--- src/slave_select_defs.vh ---
// Register offsets, field positions, reset values and timing constants of the slave-select bank
`ifndef SLAVE_SELECT_DEFS_VH
`define SLAVE_SELECT_DEFS_VH

// Register byte offsets
`define OFF_DMA_STATUS      8'hBF
`define OFF_SW0_CONTROL     8'hC3
`define OFF_SW0_TIMING      8'hC7
`define OFF_SW1_CONTROL     8'hCB
`define OFF_SW1_TIMING      8'hCF

// Reset values
`define RST_DMA_STATUS      8'h00
`define RST_CONTROL         8'h00
`define RST_TIMING          8'h00

// dma_status fields
`define DS_BLT_BUSY         0
`define DS_DMA_LOCAL_BUS_ERROR_N        1
`define DS_DMA_BERR         2
`define DS_LOCAL_BUS_ERROR_N_COPY       3
`define DS_BERR_COPY        4
`define DS_RSVD_LO          5
`define DS_RSVD_HI          6
`define DS_POST_STORED      7

// Control fields
`define CR_MODE_LO          0
`define CR_SPACE_LO         2
`define CR_D32              4
`define CR_SUPER            5
`define CR_TIMER_LO         6
`define CR_MPOST            6
`define CR_SPOST            7

// Local transfer modes
`define MODE_NONE           2'h0
`define MODE_EMULATE        2'h1
`define MODE_HOLD           2'h2

// Address spaces
`define SPACE_A32           2'h0
`define SPACE_A24           2'h1
`define SPACE_A16           2'h2
`define SPACE_USER          2'h3

// Address modifier bit that marks supervisory access
`define AM_SUPER_BIT        2

// Timer periods and system clock rate
`define CLK_HZ              100000000
`define TIMER_HZ_50         50
`define TIMER_HZ_1000       1000
`define TIMER_HZ_100        100
// Half-period counts: clock rate over twice the tone rate, sized for the counter
`define HALF_50             24'h0F_4240
`define HALF_1000           24'h00_C350
`define HALF_100            24'h07_A120

// Delay encoding: code n (n >= 1) gives (n + 3) half periods of the 64 MHz clock
`define DELAY_HALF_BASE     5'h03

`endif

--- src/slave_select_bank.v ---
// Status and slave-select window configuration registers with slave decode and delay outputs
`timescale 1ns/1ns
`default_nettype none
`include "slave_select_defs.vh"

module slave_select_bank #(
  parameter [23:0] HALF_50_CNT   = `HALF_50,
  parameter [23:0] HALF_1000_CNT = `HALF_1000,
  parameter [23:0] HALF_100_CNT  = `HALF_100
) (
  input  wire       clk_sys,
  input  wire       nrst,
  input  wire       clk_en,
  // Register port
  input  wire [7:0] reg_addr,
  input  wire [7:0] reg_wdata,
  input  wire       reg_wr,
  input  wire       reg_rd,
  output reg  [7:0] reg_rdata,
  // Event inputs from the transfer engines
  input  wire       blt_interleave_active,
  input  wire       dma_active,
  input  wire       local_bus_error_n,
  input  wire       backplane_berr_n,
  input  wire       local_bus_error_n_status,
  input  wire       berr_status,
  input  wire       master_post_stored,
  input  wire [5:0] address_modifier_source,
  // Incoming backplane slave access
  input  wire       slave_window0_select_n,
  input  wire       slave_window1_select_n,
  input  wire [5:0] am_code,
  input  wire       am_is_block,
  input  wire       access_d32,
  input  wire       block_beat,
  input  wire       block_cycle_start,
  // Decode results
  output reg        slave_accept,
  output reg        slave_berr,
  output reg        master_dma_block_en,
  output reg        local_address_strobe_hold,
  output reg        local_address_strobe_toggle,
  output reg        byte_lane_buffer_enable_n,
  output reg        swap_data_enable_n,
  output reg        local_interrupt2_n,
  output reg        master_post_en,
  output reg        slave_post_en,
  // Delays in half periods of the 64 MHz clock
  output reg  [4:0] single_access_delay,
  output reg  [4:0] slave_block_first_delay,
  output reg  [4:0] slave_block_next_delay,
  output reg  [4:0] master_block_first_delay,
  output reg  [4:0] master_block_next_delay,
  output reg  [4:0] module_dma_first_delay,
  output reg  [4:0] module_dma_next_delay
);

  ////////////////////////////////////////////////////////////////////////
  // Functions

  // Code to half periods: 0 -> 0, n -> n + 3 (2.0 periods at code 1)
  function [4:0] delay_halves;
    input [3:0] code;
    begin
      if (code == 4'h0) begin
        delay_halves = 5'h00;
      end else begin
        delay_halves = {1'b0, code} + `DELAY_HALF_BASE;
      end
    end
  endfunction

  // Address space match for a window's space field
  function space_ok;
    input [1:0] space;
    input [5:0] am;
    input [5:0] user_am;
    begin
      case (space)
        `SPACE_A32: space_ok = (am[5:4] == 2'h0);
        `SPACE_A24: space_ok = (am[5:4] == 2'h3);
        `SPACE_A16: space_ok = (am[5:3] == 3'h5);
        default:    space_ok = (am == user_am);
      endcase
    end
  endfunction

  ////////////////////////////////////////////////////////////////////////
  // Registers

  reg [2:0] sticky_r;
  reg       post_r;
  reg [7:0] ctl0_r;
  reg [7:0] tim0_r;
  reg [7:0] ctl1_r;
  reg [7:0] tim1_r;
  reg       lane_r;
  reg [23:0] tmr_cnt_r;
  wire [7:0] status_view;

  wire wr_status = reg_wr & (reg_addr == `OFF_DMA_STATUS);

  // Sticky flags: set beats a clearing write in the same cycle
  always @(posedge clk_sys or negedge nrst) begin
    if (!nrst) begin
      sticky_r <= 3'h0;
      post_r   <= 1'b0;
    end else if (clk_en) begin
      sticky_r[0] <= blt_interleave_active |
                     (sticky_r[0] & ~(wr_status & ~reg_wdata[`DS_BLT_BUSY]));
      sticky_r[1] <= (dma_active & ~local_bus_error_n) |
                     (sticky_r[1] & ~(wr_status & ~reg_wdata[`DS_DMA_LOCAL_BUS_ERROR_N]));
      sticky_r[2] <= (dma_active & ~backplane_berr_n) |
                     (sticky_r[2] & ~(wr_status & ~reg_wdata[`DS_DMA_BERR]));
      // Cleared like the others so software can rearm it
      post_r      <= master_post_stored |
                     (post_r & ~(wr_status & ~reg_wdata[`DS_POST_STORED]));
    end
  end

  // Configuration writes
  always @(posedge clk_sys or negedge nrst) begin
    if (!nrst) begin
      ctl0_r <= `RST_CONTROL;
      tim0_r <= `RST_TIMING;
      ctl1_r <= `RST_CONTROL;
      tim1_r <= `RST_TIMING;
    end else if (clk_en && reg_wr) begin
      case (reg_addr)
        `OFF_SW0_CONTROL: ctl0_r <= reg_wdata;
        `OFF_SW0_TIMING:  tim0_r <= reg_wdata;
        `OFF_SW1_CONTROL: ctl1_r <= reg_wdata;
        `OFF_SW1_TIMING:  tim1_r <= reg_wdata;
        default: ;
      endcase
    end
  end

  // Status view: mirrors and reserved ones
  assign status_view = {post_r, 2'b11, berr_status, local_bus_error_n_status, sticky_r};

  // Read data one cycle after the strobe, zero otherwise and for holes
  always @(posedge clk_sys or negedge nrst) begin
    if (!nrst) begin
      reg_rdata <= 8'h00;
    end else if (clk_en) begin
      if (reg_rd) begin
        case (reg_addr)
          `OFF_DMA_STATUS:  reg_rdata <= status_view;
          `OFF_SW0_CONTROL: reg_rdata <= ctl0_r;
          `OFF_SW0_TIMING:  reg_rdata <= tim0_r;
          `OFF_SW1_CONTROL: reg_rdata <= ctl1_r;
          `OFF_SW1_TIMING:  reg_rdata <= tim1_r;
          default:          reg_rdata <= 8'h00;
        endcase
      end else begin
        reg_rdata <= 8'h00;
      end
    end
  end

  ////////////////////////////////////////////////////////////////////////
  // Slave decode

  // Window choice; window 0 wins if both are selected
  reg       sel0;
  reg       sel_any;
  reg [7:0] ctl_sel;
  reg       ok;
  always @* begin
    sel0    = ~slave_window0_select_n;
    sel_any = sel0 | ~slave_window1_select_n;
    ctl_sel = sel0 ? ctl0_r : ctl1_r;
    ok      = space_ok(ctl_sel[`CR_SPACE_LO+1:`CR_SPACE_LO], am_code,
                       address_modifier_source);
    if (ctl_sel[`CR_SUPER] && !am_code[`AM_SUPER_BIT]) begin
      ok = 1'b0;
    end
    if (access_d32 && !ctl_sel[`CR_D32]) begin
      ok = 1'b0;
    end
    if (am_is_block && (ctl_sel[1:0] != `MODE_EMULATE) && (ctl_sel[1:0] != `MODE_HOLD)) begin
      ok = 1'b0;
    end
  end

  // Registered decode answers and local strobe style
  always @(posedge clk_sys or negedge nrst) begin
    if (!nrst) begin
      slave_accept                <= 1'b0;
      slave_berr                  <= 1'b0;
      local_address_strobe_hold   <= 1'b0;
      local_address_strobe_toggle <= 1'b0;
      master_dma_block_en         <= 1'b0;
      master_post_en              <= 1'b0;
      slave_post_en               <= 1'b0;
    end else if (clk_en) begin
      slave_accept                <= sel_any & ok;
      slave_berr                  <= sel_any & ~ok;
      local_address_strobe_toggle <= sel_any & am_is_block & ok &
                                     (ctl_sel[1:0] == `MODE_EMULATE);
      local_address_strobe_hold   <= sel_any & am_is_block & ok &
                                     (ctl_sel[1:0] == `MODE_HOLD);
      // DMA master blocks follow window 0 only
      master_dma_block_en         <= (ctl0_r[1:0] == `MODE_EMULATE) |
                                     (ctl0_r[1:0] == `MODE_HOLD);
      master_post_en              <= ctl1_r[`CR_MPOST];
      slave_post_en               <= ctl1_r[`CR_SPOST];
    end
  end

  // D16 block lanes: alternate per beat with D32 set, swap only otherwise
  always @(posedge clk_sys or negedge nrst) begin
    if (!nrst) begin
      lane_r                    <= 1'b0;
      byte_lane_buffer_enable_n <= 1'b1;
      swap_data_enable_n        <= 1'b1;
    end else if (clk_en) begin
      if (block_cycle_start) begin
        lane_r <= 1'b0;
      end else if (block_beat) begin
        lane_r <= ~lane_r;
      end
      if (sel0 && am_is_block && !access_d32 && block_beat) begin
        if (ctl0_r[`CR_D32]) begin
          byte_lane_buffer_enable_n <= lane_r;
          swap_data_enable_n        <= ~lane_r;
        end else begin
          byte_lane_buffer_enable_n <= 1'b1;
          swap_data_enable_n        <= 1'b0;
        end
      end else if (!block_beat) begin
        byte_lane_buffer_enable_n <= 1'b1;
        swap_data_enable_n        <= 1'b1;
      end
    end
  end

  ////////////////////////////////////////////////////////////////////////
  // Periodic interrupt 2 square wave

  reg [23:0] half_cnt;
  always @* begin
    case (ctl0_r[7:6])
      2'h1:    half_cnt = HALF_50_CNT;
      2'h2:    half_cnt = HALF_1000_CNT;
      2'h3:    half_cnt = HALF_100_CNT;
      default: half_cnt = 24'h00_0000;
    endcase
  end

  // Disabled timer parks the output high; servicing it is up to the interrupt control
  always @(posedge clk_sys or negedge nrst) begin
    if (!nrst) begin
      tmr_cnt_r          <= 24'h00_0000;
      local_interrupt2_n <= 1'b1;
    end else if (clk_en) begin
      if (ctl0_r[7:6] == 2'h0) begin
        tmr_cnt_r          <= 24'h00_0000;
        local_interrupt2_n <= 1'b1;
      end else if (tmr_cnt_r + 24'h00_0001 >= half_cnt) begin
        tmr_cnt_r          <= 24'h00_0000;
        local_interrupt2_n <= ~local_interrupt2_n;
      end else begin
        tmr_cnt_r <= tmr_cnt_r + 24'h00_0001;
      end
    end
  end

  ////////////////////////////////////////////////////////////////////////
  // Delay outputs

  always @(posedge clk_sys or negedge nrst) begin
    if (!nrst) begin
      single_access_delay      <= 5'h00;
      slave_block_first_delay  <= 5'h00;
      slave_block_next_delay   <= 5'h00;
      master_block_first_delay <= 5'h00;
      master_block_next_delay  <= 5'h00;
      module_dma_first_delay   <= 5'h00;
      module_dma_next_delay    <= 5'h00;
    end else if (clk_en) begin
      // Slave delays follow the selected window
      if (!slave_window1_select_n && slave_window0_select_n) begin
        single_access_delay     <= delay_halves(tim1_r[3:0]);
        slave_block_first_delay <= delay_halves(tim1_r[3:0]);
        slave_block_next_delay  <= delay_halves(tim1_r[7:4]);
      end else begin
        single_access_delay     <= delay_halves(tim0_r[3:0]);
        slave_block_first_delay <= delay_halves(tim0_r[3:0]);
        slave_block_next_delay  <= delay_halves(tim0_r[7:4]);
      end
      master_block_first_delay <= delay_halves(tim0_r[3:0]);
      master_block_next_delay  <= delay_halves(tim0_r[7:4]);
      module_dma_first_delay   <= delay_halves(tim0_r[3:0]);
      module_dma_next_delay    <= delay_halves(tim0_r[7:4]);
    end
  end

endmodule
`default_nettype wire

--- config.mk ---
export PLATFORM = sky130hd
export DESIGN_NAME = slave_select_bank
export DESIGN_NICKNAME = d
export VERILOG_FILES = /design/src/slave_select_bank.v
export VERILOG_INCLUDE_DIRS = /design/src
export SDC_FILE = /design/constraint.sdc
export NUM_CORES = 1
export LEC_CHECK = 0
export BUFFER_PORTS_ARGS = -buffer_cell sky130_fd_sc_hd__buf_2
export CAP_MARGIN = 10
export CORE_ASPECT_RATIO = 0.5
export CORE_UTILIZATION = 25
export CTS_CLUSTER_DIAMETER = 100
export DETAILED_ROUTE_END_ITERATION = 7
export GPL_ROUTABILITY_DRIVEN = 0
export HOLD_SLACK_MARGIN = 0.02
export SETUP_SLACK_MARGIN = 0.4
export SYNTH_ARGS = -nofsm -noshare
export SYNTH_HDL_FRONTEND = slang
export SYNTH_SLANG_ARGS = --single-unit
--- constraint.sdc ---
create_clock -name clk_sys -period 6.6 [get_ports clk_sys]
set_input_delay 0.33 -clock clk_sys [delete_from_list [all_inputs] [get_ports clk_sys]]
set_output_delay 0.33 -clock clk_sys [all_outputs]
set_load 0.02 [all_outputs]
==> results of run 1 <==
[cell type report]
class / count / area share, %
Multi-Input combinational cell: 377 / 42.67
Inverter: 16 / 0.9112
Tap cell: 300 / 5.695
Clock buffer: 9 / 3.417
Timing Repair Buffer: 104 / 8.200
Antenna cell: 1 / 0.03797
Clock inverter: 6 / 1.424
Sequential cell: 99 / 37.64
[layer usage]
layer / vias up / part of all wire [%] / track usage (%)
met5: - / 0.092 / 0
met4: 2 / 0.95 / 3.649
met3: 11 / 3.8 / 3.413
met2: 72 / 50 / 22.10
met1: 2168 / 45 / 16.06
li1: 2091 / - / -
[through the flow]
step	hold WS [ps]	utilization, %	power (mW)
floorplan	34.41	-	0.8261
global placement	352.7	28.81	0.8934
detailed placement	359.0	28.81	0.9002
CTS	145.7	30.32	1.478
global route	159.7	30.34	1.526
finish	153.9	30.34	1.462
[cells in the final DEF, fill, tap and decap left out, drive strengths merged, types with 2 or more instances in the layout]
| cell | netlist | routed |
|---|---|---|
| mux2i | 6 | 6 |
| xnor2 | 14 | 14 |
| inv | 15 | 18 |
| mux2 | 38 | 38 |
| a311o | 2 | 2 |
| nor3b | 2 | 2 |
| dfstp | 3 | 3 |
| and4 | 2 | 2 |
| a21oi | 19 | 19 |
| nor3 | 26 | 26 |
| nor4 | 4 | 4 |
| dfrtp | 96 | 96 |
| a21o | 5 | 5 |
| o2bb2ai | 17 | 17 |
| a211oi | 5 | 5 |
| a311oi | 2 | 2 |
| a22oi | 6 | 6 |
| nor2b | 8 | 8 |
| mux4 | 8 | 8 |
| buf | 24 | 103 |
| bufinv | 0 | 2 |
| nand2 | 35 | 35 |
| nand2b | 6 | 6 |
| and3 | 7 | 7 |
| o21a | 5 | 5 |
| nor2 | 39 | 39 |
| a32o | 2 | 2 |
| clkbuf | 13 | 9 |
| o21ai | 21 | 21 |
| a31oi | 5 | 5 |
| nand4 | 7 | 7 |
| a22o | 11 | 11 |
| xor2 | 13 | 13 |
| ha | 17 | 17 |
| nand3 | 23 | 23 |
| o31ai | 13 | 13 |
[registers in the layout, indices dropped and copies added (netlist names), 5 cells and up]
name and count:
tim0_r 8, module_dma_first_delay 5, ctl1_r 8, ctl0_r 8, tim1_r 8, tmr_cnt_r 24
module_dma_next_delay 5, slave_block_first_delay 5, slave_block_next_delay 5, reg_rdata 8
[final timing paths]
kind	slack [ps]	endpoint	startpoint
setup / recovery	2310	tmr_cnt_r[0]	tmr_cnt_r[2]
hold / removal	150	lane_r	block_cycle_start
setup reg to reg	2310	tmr_cnt_r[0]	tmr_cnt_r[2]
hold reg to reg	480	slave_accept	slave_accept
max in group asynchronous	4940	tmr_cnt_r[0]	nrst
min in group asynchronous	510	ctl0_r[3]	nrst
[logic make-up (layout without fill, tap and decap cells)]
group	after synthesis	in the layout	synth area share [%]
adders and majority gates	17	17	3.826
DFF	99	99	44.63
muxes	52	52	12.02
and+or+nand+nor	162	162	14.97
AOI/OAI and AO/OA	119	119	15.53
other	0	1	0
xor gates and xnor gates	27	27	4.254
buffers and inverters	53	135	4.771
[power by group through the flow]
stage	combinational [mW]	clock, mW	sequential, mW
after floorplan	0.132	0	0.694
after global placement	0.200	0	0.693
after detailed placement	0.204	0	0.696
after CTS	0.205	0.587	0.685
after global routing	0.226	0.607	0.693
final	0.203	0.573	0.686
[critical path: stages (launching register included)]
cell      delay, ps
dfrtp_1         450
and4_1          380
nand4_1         290
nor3_1          370
nand3_1         160
xnor2_1         240
ha_1            280
a211oi_1        230
o22ai_1         100
nor3_1          150
nand3_1         470
nor3_2          810
mux2_2          280
==> PnR_summary.wiki, run 1 <==
{| class="wikitable"
! Metric !! Value
|-
| # resized after CTS || 0
|-
| Clock network fraction of design power || 39.2%
|-
| Multi-input gate area in the final layout || 2813 um2
|-
| Post-detail-place hpwl || 10.42 mm
|-
| Net Switching || 0.4030 mW
|-
| Leading area contributor after synthesis || dfrtp_1
|-
| Static Leakage || 3.097 nW
|-
| Yosys warning total || 0
|-
| Number of vias per cell after detailed routing || 4.763
|-
| Type of the setup path with the least slack || register to register
|-
| Post-route clock period utilization || 64.94%
|-
| Worst Reg-to-Reg Cells || 12
|-
| Number of enable flip-flop cells after synthesis || 0
|-
| Fin Setup TNS || 0 ps
|-
| CTS H-tree depth || 3
|-
| Commonest cells post-synth || dfrtp_1, mux2_2, nor2_1, nand2_1, nor3_1
|-
| Height of the die || 107.4 um
|-
| Synthesized cell area || 5559 um2
|-
| Transition time of the tightest slew-check pin || 834.3 ps
|-
| Run status || completed
|-
| Routed length per instance || 15.53 um
|-
| Post-Route WL || 14.17 mm
|-
| Average size of a mapped cell || 10.51 um2
|-
| Post-place setup slack || 2347 ps
|-
| Setup repair bufs after CTS || 0
|-
| Clock insertion delay at the later pin of the skew report || 350 ps
|-
| X dimension of the die || 212.9 um
|-
| Required time at the endpoint of the critical path || 6890 ps
|-
| Type of the most critical hold path || input pin to register
|-
| Number of pins exceeding their max-slew limit in the final report || 0
|-
| Max capacitance violation total || 0
|-
| Arrival @ worst endpoint || 4570 ps
|-
| Fin worst setup slack || 2314 ps
|-
| Critical path startpoint category || register
|-
| Post-detailed-placement cell area || 6260 um2
|-
| Initial core utilization || 25.58%
|-
| Pin count of the biggest net entering global routing || 57
|-
| Proportion of synthesized flip-flops having asynchronous set or reset || 100.0%
|-
| Core Footprint || 21,730 um2
|-
| Clk Tree Root Cell || clkbuf_16
|-
| Critical Path End Type || register
|-
| Seq/Total Area, Yosys || 44.63%
|-
| Internal power contribution || 1.059 mW
|-
| Hold Violations, Final || 0
|-
| FF+latch area || 2481 um2
|-
| Maximum clock frequency || 0.2333 GHz
|-
| Layout filler cell count || 2,256
|-
| Share of layout cells above drive strength 1 || 28.81%
|-
| Top-level port count || 99
|-
| Gate count of the mapped netlist || 529
|-
| Number of distinct library cells after synthesis || 54
|-
| Count of vias placed by the detailed router || 4,344
|-
| Number of failing setup endpoints in the final timing report || 0
|-
| Number of input and output port buffers inserted || 98
|-
| Reg power frac || 46.9%
|-
| Share of Yosys cell area claimed by the top area cell type || 43.21%
|-
| Worst IR drop on VDD || 0.1093 mV
|-
| Number of clock buffers inserted by TritonCTS || 9
|-
| Number of non-filler instances in the completed layout || 912
|-
| Overall track demand over capacity in global routing || 12.94%
|-
| Hold depth || 2
|-
| Total instance count after detailed placement || 895
|-
| Row count || 38
|-
| Most common cell in the netlist || dfrtp_1
|-
| Remaining global-route overflow || 0
|-
| Logic gate share of total power || 13.9%
|-
| Top fanout value on the critical path || 15
|-
| Maximum clock path buffer count || 2
|-
| Remaining number of nets flagged by the antenna check after routing || 0
|-
| Clock input transition at the sequential cells of the worst setup and hold paths || 70 ps
|-
| Seq cells post-synth || 99
|-
| Clock tree from TritonCTS || yes
|-
| Worst max-slew margin expressed relative to the limit || 44.18%
|-
| Total non-filler cell area in the finished layout || 6591 um2
|-
| Switching Fraction || 27.57%
|-
| Global-route wire length before repair || 23.04 mm
|-
| Post-synth net total || 592
|-
| Number of search-and-repair iterations in the first detailed-routing pass || 4
|-
| Number of DRC markers after the initial detailed-route iteration || 313
|-
| Min cycle time layout || 4286 ps
|-
| Clock skew || 8.883 ps
|-
| Antenna violations before repair || 2
|-
| Via count of the first global-routing pass || 4,320
|-
| Area growth from synthesis to final layout || 18.57%
|-
| Setup repair after global routing missed its margin || no
|-
| Total power density per cell area || 221.8 nW/um2
|-
| Most area-consuming cells after synthesis || dfrtp_1, mux2_2, ha_1
|-
| Remaining routing DRC violations || 0
|-
| Top_reg_cell synth || dfrtp_1
|-
| # nets final || 670
|-
| CTS Hold Bufs || 1
|-
| Number of clock sinks || 99
|-
| Area of the die || 22,870 um2
|}
(Power assumes the default switching activity.)
==> run 2: changes to the inputs <==
- ABC_AREA: not set -> 1
- clock period: 6.6 -> 3.84 ns (I/O delays scaled with it)
==> PnR_summary.wiki, run 2 <==
{| class="wikitable"
! Metric !! Value
|-
| Number of distinct library cells after synthesis || 42
|-
| Static Leakage || 3.211 nW
|-
| Setup repair bufs after CTS || 0
|-
| Antenna Diode Count || 0
|-
| Number of search-and-repair iterations in the first detailed-routing pass || 4
|-
| CTS H-tree depth || 3
|-
| Leading area contributor after synthesis || dfrtp_1
|-
| Top_reg_cell synth || dfrtp_1
|-
| Post-route clock period utilization || 78.11%
|-
| Number of input and output port buffers inserted || 98
|-
| Top-level port count || 99
|-
| Failing checks || negative hold slack
|-
| # nets final || 877
|-
| Type of the most critical hold path || input pin to async pin
|-
| Proportion of synthesized flip-flops having asynchronous set or reset || 100.0%
|-
| Number of clock sinks || 99
|-
| Required time at the endpoint of the critical path || 4110 ps
|-
| Remaining routing DRC violations || 0
|-
| Synthesized cell area || 5736 um2
|-
| Worst R2R End || tmr_cnt_r[0]
|-
| Row count || 38
|-
| Number of DRC markers after the initial detailed-route iteration || 279
|-
| Maximum clock path buffer count || 2
|-
| Flip-flop count of the largest register, all copies and words added || 24
|-
| Initial core utilization || 26.00%
|-
| Number of failing setup endpoints in the final timing report || 0
|-
| Gate count of the mapped netlist || 734
|-
| Share of Yosys cell area claimed by the top area cell type || 41.88%
|-
| Overall track demand over capacity in global routing || 13.57%
|-
| Maximum clock frequency || 0.3334 GHz
|-
| Yosys warning total || 0
|-
| Number of non-filler instances in the completed layout || 1,118
|-
| Number of clock buffers inserted by TritonCTS || 9
|-
| Type of the setup path with the least slack || register to register
|-
| Setup repair after global routing missed its margin || no
|-
| Antenna violations before repair || 0
|-
| Via count of the first global-routing pass || 5,160
|-
| Commonest cells post-synth || nand2_1, dfrtp_1, inv_1, o21ai_0, nor2_1
|-
| Post-Route WL || 15.15 mm
|-
| Remaining global-route overflow || 0
|-
| Commonest non-fill, non-tap cells in the layout || nand2_1, buf_2, dfrtp_1, inv_1, o21ai_0
|-
| Worst Setup EP || tmr_cnt_r[0]
|-
| Clock insertion delay at the later pin of the skew report || 350 ps
|-
| Critical path startpoint || tmr_cnt_r[2]
|-
| Biggest register || tmr_cnt_r
|-
| Clk Tree Root Cell || clkbuf_16
|-
| Count of vias placed by the detailed router || 5,110
|-
| Worst IR drop on VDD || 0.2026 mV
|-
| Global-route wire length before repair || 25.46 mm
|-
| Area of the die || 23,590 um2
|-
| Number of vias per cell after detailed routing || 4.571
|-
| Max capacitance violation total || 0
|-
| Number of pins exceeding their max-slew limit in the final report || 0
|-
| Min cycle time layout || 2999 ps
|-
| Hold Violations, Final || 25
|-
| Core Footprint || 22,060 um2
|-
| Top fanout value on the critical path || 22
|-
| X dimension of the die || 216.2 um
|-
| Height of the die || 109.1 um
|-
| Routed length per instance || 13.55 um
|-
| Worst Reg-to-Reg Cells || 16
|-
| Commonest non-fill, non-tap cell in the layout || nand2_1
|-
| Pin count of the biggest net entering global routing || 76
|-
| Layout filler cell count || 2,382
|-
| Remaining number of nets flagged by the antenna check after routing || 0
|-
| Worst max-slew margin expressed relative to the limit || 35.11%
|-
| Total instance count after detailed placement || 1,101
|-
| Post-detail-place hpwl || 11.52 mm
|-
| Share of layout cells above drive strength 1 || 19.07%
|-
| Most common cell in the netlist || nand2_1
|-
| Clock skew || 5.780 ps
|-
| Reg2Reg Launch Point || tmr_cnt_r[2]
|-
| Seq cells post-synth || 99
|-
| Critical path startpoint category || register
|-
| Total power density per cell area || 346.3 nW/um2
|-
| Arrival @ worst endpoint || 3270 ps
|-
| Number of enable flip-flop cells after synthesis || 0
|-
| Post-synth net total || 797
|-
| Run status || complete, but fails checks
|-
| Critical Path End Type || register
|-
| Transition time of the tightest slew-check pin || 973.4 ps
|-
| Average size of a mapped cell || 7.814 um2
|-
| Area growth from synthesis to final layout || 17.89%
|-
| Clock input transition at the sequential cells of the worst setup and hold paths || 70 ps
|-
| Seq/Total Area, Yosys || 43.26%
|-
| Clock tree from TritonCTS || yes
|-
| Sum of internal, switching and leakage power || 2.342 mW
|-
| Most area-consuming cells after synthesis || dfrtp_1, nand2_1, o21ai_0
|-
| Fin Setup TNS || 0 ps
|-
| Worst hold margin || -40.69 ps
|-
| Reg2Reg Setup Slack || 840 ps
|}
run 2: cell count changes after synthesis, moves of 11 or more:
cell	change
nand2_1	+165
nor3_1	-12
nand3_1	+14
nor2_1	+25
o21ai_0	+54
o2bb2ai_1	-16
mux2_2	-38
o22ai_2	+11
inv_1	+66
run 2: what timing repair did:
item                                   4_1_cts  5_1_grt
hold buffers                                 2        0
setup endpoints to repair                    0       21
gates resized for setup                      0        2
endpoints found under the hold margin        2        0
run 2: report_power, final:
group	internal, mW	total [mW]	switching, mW
clock	0.572	0.977	0.405
combinational	0.0841	0.264	0.180
sequential	1.07	1.10	0.0258
run 2: layer usage:
layer / vias to the layer above / GRT usage (%) / share of wire [%] / routed length, um
met5: - / 0 / 0 / 0
met4: 0 / 4.427 / 1.5 / 233
met3: 16 / 2.734 / 3.4 / 509
met2: 83 / 23.53 / 48 / 7272
met1: 2481 / 17.00 / 47 / 7131
li1: 2530 / - / - / -
run 2: worst max-delay path: stages, from the launching register on:
cell      delay (ps)
dfrtp_1          430
nand3_1          120
inv_1            130
nand3_1          160
nor3_2           200
nand2_1          110
nor2_1           130
xor2_1           160
inv_1             80
ha_1             320
a21oi_1          150
o211ai_1         120
a21oi_2          110
nand2_1           70
nor2_2           150
nand2_4          240
o21ai_0          240
run 2: final cells by class:
type | instances | area (um2) | share of cell area, %
timing repair buffer | 104 | 543.0 | 8.031
clock buffer | 10 | 229.0 | 3.386
inverter | 83 | 311.5 | 4.608
sequential | 99 | 2481 | 36.70
tap | 300 | 375.4 | 5.551
clock inverter | 5 | 85.08 | 1.258
multi-input combinational | 517 | 2736 | 40.47
run 2: cells by family (layout without fill, tap and decap cells):
kind of cell / count (synthesis) / after routing / share of synthesized area, %
compound gates: 142 / 142 / 15.73
buf+inv: 118 / 202 / 9.206
xor+xnor: 23 / 23 / 3.512
fa+ha+maj: 17 / 17 / 3.708
simple gates: 335 / 335 / 24.59
flops: 99 / 99 / 43.26
run 2: per-stage QoR:
step	utilization (%)	area, um2	hold slack (ps)	setup slack (ps)
floorplan	-	5736	-103.6	1236
CTS	30.60	6751	23.10	540.4
global route	30.65	6761	58.23	489.3
detailed placement	29.09	6417	387.6	607.8
finish	30.65	6761	-40.69	840.5
global placement	29.09	6417	390.5	681.2
run 2: worst min path at each step:
stage / start / endpoint / slack, ps / cells past startpoint
after floorplan: nrst / ctl0_r[0] / -100 / 0
after global placement: local_bus_error_n / sticky_r[1] / 390 / 2
after detailed placement: local_bus_error_n / sticky_r[1] / 390 / 2
after CTS: nrst / master_dma_block_en / 20 / 1
after global routing: nrst / master_dma_block_en / 60 / 1
final: nrst / master_dma_block_en / -40 / 1
